### src/hw/nvb_pkg.sv
// Purpose: Shared constants for the nonvolatile byte access block
// Assumes: Registers sit in the CPU I/O register space, 6-bit I/O address
// Notes:   I/O offsets and array size are named once here
package nvb_pkg;

	// ************************************************************
	// I/O space layout
	// ************************************************************
	localparam int          IO_ADDR_W        = 6;
	localparam logic [5:0]  OFS_NV_CONTROL   = 6'h10;
	localparam logic [5:0]  OFS_NV_DATA_BYTE = 6'h11;
	localparam logic [5:0]  OFS_NV_ADDR_LOW  = 6'h12;
	localparam logic [5:0]  OFS_NV_ADDR_HIGH = 6'h13;

	// ************************************************************
	// Control register fields
	// ************************************************************
	localparam int          BIT_READ_STROBE  = 0;
	localparam int          BIT_WRITE_STROBE = 1;
	localparam int          BIT_MASTER_ARM   = 2;

	// ************************************************************
	// Array geometry and reset values
	// ************************************************************
	localparam int          NV_ADDR_W        = 9;
	localparam int          NV_BYTES         = 512;
	localparam logic [7:0]  RST_BYTE         = 8'h00;

	// ************************************************************
	// Cycle counts
	// ************************************************************
	localparam logic [2:0]  ARM_HOLD_CYC     = 3'h4;
	localparam logic [2:0]  READ_STALL_CYC   = 3'h4;
	localparam logic [2:0]  WRITE_STALL_CYC  = 3'h2;
	localparam int          WRITE_OSC_CYC    = 8448;

	// Write engine states
	typedef enum logic [0:0]
	{
		NVB_IDLE = 1'b0,
		NVB_PROG = 1'b1
	} nvb_state_t;

endpackage

### src/hw/nvb_access.sv
// Purpose: Byte access logic between CPU I/O registers and a data array
// Assumes: One CPU access per cycle; osc_clk_i is the calibrated oscillator
// Notes:   Array contents are kept across reset; the array model has no reset
//
// Contract
// [RULE1] A separate 512-byte data space, each byte read or written alone.
// [RULE2] The byte address is a 9-bit linear value, 0 to 511.
// [RULE3] Address bits 15..9 read as zero, writes to them ignored.
// [RULE4] Software loads a valid address before any read or write.
// [RULE5] A read strobe stalls the CPU for four cycles.
// [RULE6] A started write stalls the CPU for two cycles.
// [RULE7] Writes are self-timed; the write strobe bit polls completion.
// [RULE8] Write strobes without the arming sequence are ignored.
// [RULE9] A write programs the data byte into the addressed location.
// [RULE10] A read loads the data byte from the addressed location.
// [RULE11] Address, data and control registers sit in the I/O space.
// [RULE12] Master arm clears after four cycles; strobes count only while set. Read strobes are accepted without it.
// [RULE13] Each write lasts 8448 oscillator cycles, then clears its strobe.
// [RULE14] A read strobe makes the byte available at once.
// [RULE15] During a write, read strobes and address writes are ignored.
// [RULE16] The data byte is readable and writable at any time.
`timescale 1ns/10ps

module nvb_access
#(
	parameter int ADDR_W        = nvb_pkg::NV_ADDR_W,
	parameter int WR_OSC_CYCLES = nvb_pkg::WRITE_OSC_CYC
)
(
	input  wire logic                        sys_clk_i,
	input  wire logic                        rst_i,
	input  wire logic                        ce_i,
	input  wire logic [nvb_pkg::IO_ADDR_W-1:0] io_addr_i,
	input  wire logic                        io_we_i,
	input  wire logic                        io_re_i,
	input  wire logic [7:0]                  io_wdata_i,
	input  wire logic                        osc_clk_i,
	output logic      [7:0]                  io_rdata_o,
	output logic                             cpu_stall_o,
	output logic                             write_busy_o
);
	import nvb_pkg::*;

	localparam int DEPTH = 1 << ADDR_W;
	localparam int OSC_W = $clog2(WR_OSC_CYCLES + 1);

	// ************************************************************
	// Elaboration checks
	// ************************************************************
	generate
		if (ADDR_W < 9 || ADDR_W > 16)
		begin : g_bad_addr
			$error("ADDR_W must lie between 9 and 16");
		end
		if (WR_OSC_CYCLES < 1)
		begin : g_bad_osc
			$error("WR_OSC_CYCLES must be at least 1");
		end
	endgenerate

	// ************************************************************
	// State
	// ************************************************************
	logic [7:0]        mem_r [DEPTH];   // [RULE1]
	logic [ADDR_W-1:0] addr_r;
	logic [ADDR_W-1:0] addr_nxt;
	logic [7:0]        data_r;
	logic [7:0]        data_nxt;
	logic              arm_r;
	logic              arm_nxt;
	logic [2:0]        arm_cnt_r;
	logic [2:0]        arm_cnt_nxt;
	logic [2:0]        stall_cnt_r;
	logic [2:0]        stall_cnt_nxt;
	nvb_state_t        state_r;
	nvb_state_t        state_nxt;
	logic [OSC_W-1:0]  osc_cnt_r;
	logic [OSC_W-1:0]  osc_cnt_nxt;
	logic [ADDR_W-1:0] wr_addr_r;
	logic [7:0]        wr_data_r;
	logic              osc_s1_r;
	logic              osc_s2_r;
	logic              osc_s3_r;
	logic [7:0]        rdata_nxt;

	// ************************************************************
	// Access decode
	// ************************************************************
	wire hit_ctrl  = (io_addr_i == OFS_NV_CONTROL);    // [RULE11]
	wire hit_data  = (io_addr_i == OFS_NV_DATA_BYTE);
	wire hit_alow  = (io_addr_i == OFS_NV_ADDR_LOW);
	wire hit_ahigh = (io_addr_i == OFS_NV_ADDR_HIGH);
	wire busy      = (state_r == NVB_PROG);
	wire ctrl_wr   = io_we_i && hit_ctrl;

	// Strobe acceptance
	wire set_arm   = ctrl_wr && io_wdata_i[BIT_MASTER_ARM];
	wire wr_start  = ctrl_wr && io_wdata_i[BIT_WRITE_STROBE] && arm_r && !busy; // [RULE8] [RULE12]
	wire rd_start  = ctrl_wr && io_wdata_i[BIT_READ_STROBE] && !busy;          // [RULE15]

	// Oscillator edge seen through the synchroniser
	wire osc_tick  = osc_s2_r && !osc_s3_r;
	wire wr_done   = busy && osc_tick && (osc_cnt_r == OSC_W'(1));             // [RULE13]

	// Read-back words
	wire [15:0] addr_wide = 16'(addr_r);
	wire [7:0]  ctrl_word = {5'h00, arm_r, busy, 1'b0};                        // [RULE7]

	// ************************************************************
	// Address register
	// ************************************************************
	always_comb
	begin
		addr_nxt = addr_r;
		if (io_we_i && !busy && hit_alow)                                      // [RULE15]
		begin
			addr_nxt = ADDR_W'({addr_wide[15:8], io_wdata_i});             // [RULE2]
		end
		else if (io_we_i && !busy && hit_ahigh)
		begin
			addr_nxt = ADDR_W'({io_wdata_i, addr_wide[7:0]});              // [RULE3]
		end
	end

	// ************************************************************
	// Data register
	// ************************************************************
	always_comb
	begin
		data_nxt = data_r;
		if (io_we_i && hit_data)                                               // [RULE16]
		begin
			data_nxt = io_wdata_i;
		end
		else if (rd_start)
		begin
			data_nxt = mem_r[addr_r];                                      // [RULE10] [RULE14]
		end
	end

	// ************************************************************
	// Master arm window
	// ************************************************************
	always_comb
	begin
		arm_nxt     = arm_r;
		arm_cnt_nxt = arm_cnt_r;
		if (set_arm)
		begin
			arm_nxt     = 1'b1;
			arm_cnt_nxt = ARM_HOLD_CYC;
		end
		else if (arm_r)
		begin
			arm_cnt_nxt = arm_cnt_r - 3'h1;
			arm_nxt     = (arm_cnt_r != 3'h1);                         // [RULE12]
		end
	end

	// ************************************************************
	// CPU stall counter
	// ************************************************************
	always_comb
	begin
		stall_cnt_nxt = (stall_cnt_r != 3'h0) ? stall_cnt_r - 3'h1 : 3'h0;
		if (rd_start)
		begin
			stall_cnt_nxt = READ_STALL_CYC;                                // [RULE5]
		end
		else if (wr_start)
		begin
			stall_cnt_nxt = WRITE_STALL_CYC;                               // [RULE6]
		end
	end

	// ************************************************************
	// Write engine
	// ************************************************************
	always_comb
	begin
		state_nxt   = state_r;
		osc_cnt_nxt = osc_cnt_r;
		case (state_r)
			NVB_IDLE:
			begin
				if (wr_start)
				begin
					state_nxt   = NVB_PROG;
					osc_cnt_nxt = OSC_W'(WR_OSC_CYCLES);
				end
			end
			NVB_PROG:
			begin
				if (wr_done)
				begin
					state_nxt   = NVB_IDLE;                    // [RULE7]
					osc_cnt_nxt = '0;
				end
				else if (osc_tick)
				begin
					osc_cnt_nxt = osc_cnt_r - OSC_W'(1);
				end
			end
			default:
			begin
				state_nxt = NVB_IDLE;
			end
		endcase
	end

	// ************************************************************
	// Read mux, unmapped offsets answer zero
	// ************************************************************
	always_comb
	begin
		rdata_nxt = 8'h00;
		if (io_re_i && hit_ctrl)
		begin
			rdata_nxt = ctrl_word;
		end
		else if (io_re_i && hit_data)
		begin
			rdata_nxt = data_r;
		end
		else if (io_re_i && hit_alow)
		begin
			rdata_nxt = addr_wide[7:0];
		end
		else if (io_re_i && hit_ahigh)
		begin
			rdata_nxt = addr_wide[15:8];                                   // [RULE3]
		end
	end

	// ************************************************************
	// Oscillator synchroniser, first stage feeds only the second
	// ************************************************************
	always_ff @(posedge sys_clk_i)
	begin
		if (rst_i)
		begin
			osc_s1_r <= 1'b0;
			osc_s2_r <= 1'b0;
			osc_s3_r <= 1'b0;
		end
		else if (ce_i)
		begin
			osc_s1_r <= osc_clk_i;
			osc_s2_r <= osc_s1_r;
			osc_s3_r <= osc_s2_r;
		end
	end

	// ************************************************************
	// Control registers
	// ************************************************************
	always_ff @(posedge sys_clk_i)
	begin
		if (rst_i)
		begin
			addr_r       <= '0;
			data_r       <= RST_BYTE;
			arm_r        <= 1'b0;
			arm_cnt_r    <= 3'h0;
			stall_cnt_r  <= 3'h0;
			state_r      <= NVB_IDLE;
			osc_cnt_r    <= '0;
			io_rdata_o   <= 8'h00;
			cpu_stall_o  <= 1'b0;
			write_busy_o <= 1'b0;
		end
		else if (ce_i)
		begin
			addr_r       <= addr_nxt;
			data_r       <= data_nxt;
			arm_r        <= arm_nxt;
			arm_cnt_r    <= arm_cnt_nxt;
			stall_cnt_r  <= stall_cnt_nxt;
			state_r      <= state_nxt;
			osc_cnt_r    <= osc_cnt_nxt;
			io_rdata_o   <= rdata_nxt;
			cpu_stall_o  <= (stall_cnt_nxt != 3'h0);                       // [RULE5] [RULE6]
			write_busy_o <= (state_nxt == NVB_PROG);
		end
	end

	// ************************************************************
	// Write latch and array programming
	// ************************************************************
	always_ff @(posedge sys_clk_i)
	begin
		if (rst_i)
		begin
			wr_addr_r <= '0;
			wr_data_r <= RST_BYTE;
		end
		else if (ce_i && wr_start)
		begin
			wr_addr_r <= addr_r;
			wr_data_r <= data_r;
		end
	end

	// Array holds no reset; it stands for nonvolatile storage
	always_ff @(posedge sys_clk_i)
	begin
		if (ce_i && wr_done)
		begin
			mem_r[wr_addr_r] <= wr_data_r;                                 // [RULE9]
		end
	end

endmodule

### config.mk
export PLATFORM = sky130hd
export DESIGN_NAME = nvb_access
export DESIGN_NICKNAME = d
export VERILOG_FILES = /design/src/hw/nvb_pkg.sv /design/src/hw/nvb_access.sv
export SDC_FILE = /design/constraint.sdc
export NUM_CORES = 2
export LEC_CHECK = 0
export BUFFER_PORTS_ARGS = -buffer_cell sky130_fd_sc_hd__buf_2
export CORE_MARGIN = 5
export CORE_UTILIZATION = 30
export CTS_CLUSTER_DIAMETER = 60
export DETAILED_ROUTE_END_ITERATION = 8
export SETUP_SLACK_MARGIN = 0.4
export SYNTH_ARGS = -nofsm -noshare
export SYNTH_HDL_FRONTEND = slang
export SYNTH_SLANG_ARGS = --single-unit
### constraint.sdc
create_clock -name sys_clk_i -period 9.3 [get_ports sys_clk_i]
set_clock_uncertainty 0.1 [all_clocks]
set_input_delay 0 -clock sys_clk_i [delete_from_list [all_inputs] [get_ports sys_clk_i]]
set_output_delay 0 -clock sys_clk_i [all_outputs]
set_load 0.05 [all_outputs]
==> results.md <==
* Synth Register Bits at 4,164
* Most Crowded Layer GR: met2
* Clock transition at path regs at approximately 60 ps
* Post-cts resize count at 0
* Top FF cell, synth: edfxtp_1
* CP Launch Type: register
* Reg2Reg Launch Point: addr_r[0]
* CTS sink cnt at 4,164
* Synth async-reset ratio at 0%
* Seq/Total Area, Yosys at ~77%
* Number of CTS-inserted buffers at 413
* Mux share of post-synthesis cell area at 15.5%
* Yosys top cell by area: edfxtp_1
* Synth Area in Compound Gates at 2.72%
* VDD IR max at 0.164 mV
* RePlAce Congestion at 0.868
* I/O Buffers at 29
* Max Buffers Root-to-Sink at 4
* Met2 GRT Util at 25.4%
* Crit Path Max Fanout at 108
* PwrDens at between 200 and 250 mW/mm²
* CORE AREA at 0.540 mm²
* # IOs at 30
* Syn Area/Cell at approximately 21 µm²
* Vias at 83,700
* Worst hold path class: input pin to register
* Max Cap Viol at 2
* M1 GR Usage at 21.9%
* Routed WL at 471,000 µm
* Leakage at about 57 nW
* Top cells by area, synth: edfxtp_1 76%, mux4_2 14%, mux2i_1 1.6%, nor2_1 1.5%, dfxtp_1 0.84%
* Hold depth at 5
* Via count of the first global-routing pass at 83,200
* Met3 GRT Util at 4.62%
* Crit path largest cell delay at 1050 ps
* Starting Density at a little under a third
* Drt wl/cell at 30.2 µm
* CP endpoint kind: register
* YS warnings at 0
* Max transition margin at -8.84%
* Worst hold start: rst_i
* Critical path's slowest cell: o311ai_0
* Nets at 8,049
* Die Y at 746 µm
* Fmax at 152 MHz
* Count of final hold-check violations at 0
* CP required at 10,130 ps
* Initial antenna violation count at 30
* Failing checks: capacitance limit, slew limit
* Worst hold slack at around 110 ps
* Worst-margin pin slew at 1620 ps
* Crit-path cells: buf_12 -> buf_12 -> mux4_2 -> nand2_1 -> and3_1 -> a31oi_1 -> o22ai_1 -> o311ai_0 -> buf_4 -> a32oi_1 -> dlygate4sd3_1 -> o31ai_1 -> dlygate4sd3_1
* Simple-gate share of the synthesized area at 3.24%
* Clock latency at the later pin of the worst-skew pair at 990 ps
* Tmin final at 6590 ps
* Post-CTS Hold Buffers at 61
* XOR/XNOR Fraction of Synth Area at less than 1%
* Post-synthesis adder-cell area fraction at less than 1%
* Hold Path End: data_r[2]
* WP data arrival at 7420 ps
* Global route overflow at 0
* Reg2reg end: data_r[6]
* Vias/cell at 5.36
* DRT iter0 DRCs at 11,800
* Syn nets at 7,854
* First-pass GRT wire length at 657,000 µm
* Total routing usage reported by global routing at between 15 and 20%
* Outcome: finished, violations left
* Synth top area share at 75.8%
* Synth cell types at 82
* Drt pass-1 iters at 8
* Fill count at 50,000
* Post-CTS Setup Inserts at 0
* Share of cells above drive strength 1 at 22.6%
* Cell Rows at 270
* Max-slew violation count at 60
* Gate Count Post-Synth at roughly 7,800
* CTS tree: built
* Synthesis-to-finish area growth at 14.0%
* Sequential standard cell area at around 0.12 mm²
* Root cell of the clock tree: clkbuf_16
* Pin count of the biggest net entering global routing at 221
* Post-Synthesis Cell Area at ~0.16 mm²
* R2R cell count at 13
* Area of the multi-input gates at 0.0352 mm²
* Post-detail-place hpwl at 283,000 µm
* Reg2Reg Setup Slack at ~2700 ps
* DRC at 0
* Htree depth at 5
* Tcrit/Tclk final at 70.8%
* Antenna-violating nets left at 0
* Endpoints failing setup at 0
* Number of synthesized flops with an enable pin at 4,096
* Fin Setup TNS at 0 ps
* Chip Width at 746 µm
* Worst Setup Path Type: register to register
* Combinational family with the most area after synthesis: multiplexers
* Unrepaired setup endpoints after global routing: no
* Die area at 0.556 mm²
[registers in the layout, summed over array words and instances, names as in the netlist]
register / count
wr_addr_r: 9
mem_r: 4096
data_r: 8
cpu_stall_o: 1
osc_s2_r: 1
osc_s3_r: 1
osc_cnt_r: 14
arm_cnt_r: 3
stall_cnt_r: 3
io_rdata_o: 8
arm_r: 1
addr_r: 9
osc_s1_r: 1
wr_data_r: 8
busy: 1
[power breakdown]
group          switching [mW]  total, mW  internal, mW  leakage (nW)
clock network            7.31       17.0          9.74          6.76
registers             0.00216       20.3          20.3          40.9
logic                  0.0596     0.0887        0.0291          8.96
[through the flow]
stage / cells / cell area [µm²] / power [mW] / utilization [%] / setup WS, ps
floorplan: 7830 / 162000 / 20.7 / - / 1180
global placement: 14800 / 171000 / 20.8 / 31.6 / 3810
detailed placement: 14800 / 171000 / 20.8 / 31.6 / 3930
CTS: 15600 / 185000 / 37.6 / 34.3 / 2800
global route: 15600 / 185000 / 38.4 / 34.3 / 2530
finish: 15600 / 185000 / 37.4 / 34.3 / 2710
[routing by layer]
layer  routed length [µm]  share of wire, %
met1               181000                38
met2               218000                46
met3                53900                11
met4                19000               4.0
met5                  120             0.025
[cell families (layout without fill, tap and decap cells)]
| group | count (synthesis) | count (layout) |
|---|---|---|
| DFF | 4164 | 4164 |
| muxes | 1275 | 1275 |
| and+or+nand+nor | 1239 | 1239 |
| AOI/OAI and AO/OA | 642 | 642 |
| buffers and inverters | 497 | 1051 |
| xor gates and xnor gates | 9 | 9 |
| adders and majority gates | 4 | 4 |
| other | 0 | 21 |
[synthesized netlist by cell type (11+ instances only)]
cell type     n
edfxtp_1   4096
nor2_1      644
o21ai_0      63
buf_8        15
a31oi_1      26
o22ai_1      70
a2111oi_0    14
a21oi_1     147
nor4_1       12
o211ai_1     12
a22o_1       24
mux2i_1     267
nor2b_1      21
a211oi_1     25
a221oi_1     28
a22oi_1      95
dfxtp_1      68
and3_1       26
buf_2       145
nor3_1       57
nand2_1     332
buf_6        77
buf_4        45
nand2b_1     16
clkbuf_1    171
mux4_2      985
a311oi_1     19
nand4_1      11
mux2_2       19
buf_1        29
and2_1       15
o221ai_1     52
nand3_1      55
[critical path, delay by kind of cell, from the launching register on]
family / cells / cell delay (ps)
buf+inv: 5 / 2750
flops: 1 / 910
mux: 1 / 360
compound gates: 5 / 1810
simple gates: 2 / 280
[worst max path at each step]
stage                   to  cells after the start         start  slack, ps
2_1_floorplan  mem_r[0][0]                      0  wr_data_r[0]       1180
3_3_place_gp     data_r[6]                     11     addr_r[0]       3810
3_5_place_dp     data_r[6]                     11     addr_r[0]       3930
4_1_cts          data_r[6]                     13     addr_r[0]       2800
5_1_grt          data_r[6]                     13     addr_r[0]       2530
6_report         data_r[6]                     13     addr_r[0]       2710
[placed cells by master (no fill, tap or decap), types with 70 or more instances in the layout]
cell and count:
nand2_1 319, clkinv_2 86, a22oi_1 95, mux4_2 985, clkbuf_16 419, clkbuf_1 82
a21oi_1 147, buf_4 142, clkinv_1 76, o22ai_1 70, mux2i_1 267, nor2_1 635
edfxtp_1 4096
[final cells by class]
class | count | area share [%]
antenna | 21 | 0.0284
clock buffer | 511 | 5.91
sequential | 4164 | 67.2
timing repair buffer | 263 | 1.32
tap | 7208 | 4.87
clock inverter | 263 | 1.57
inverter | 14 | 0.0379
multi-input combinational | 3169 | 19.0
(Power assumes the default switching activity.)
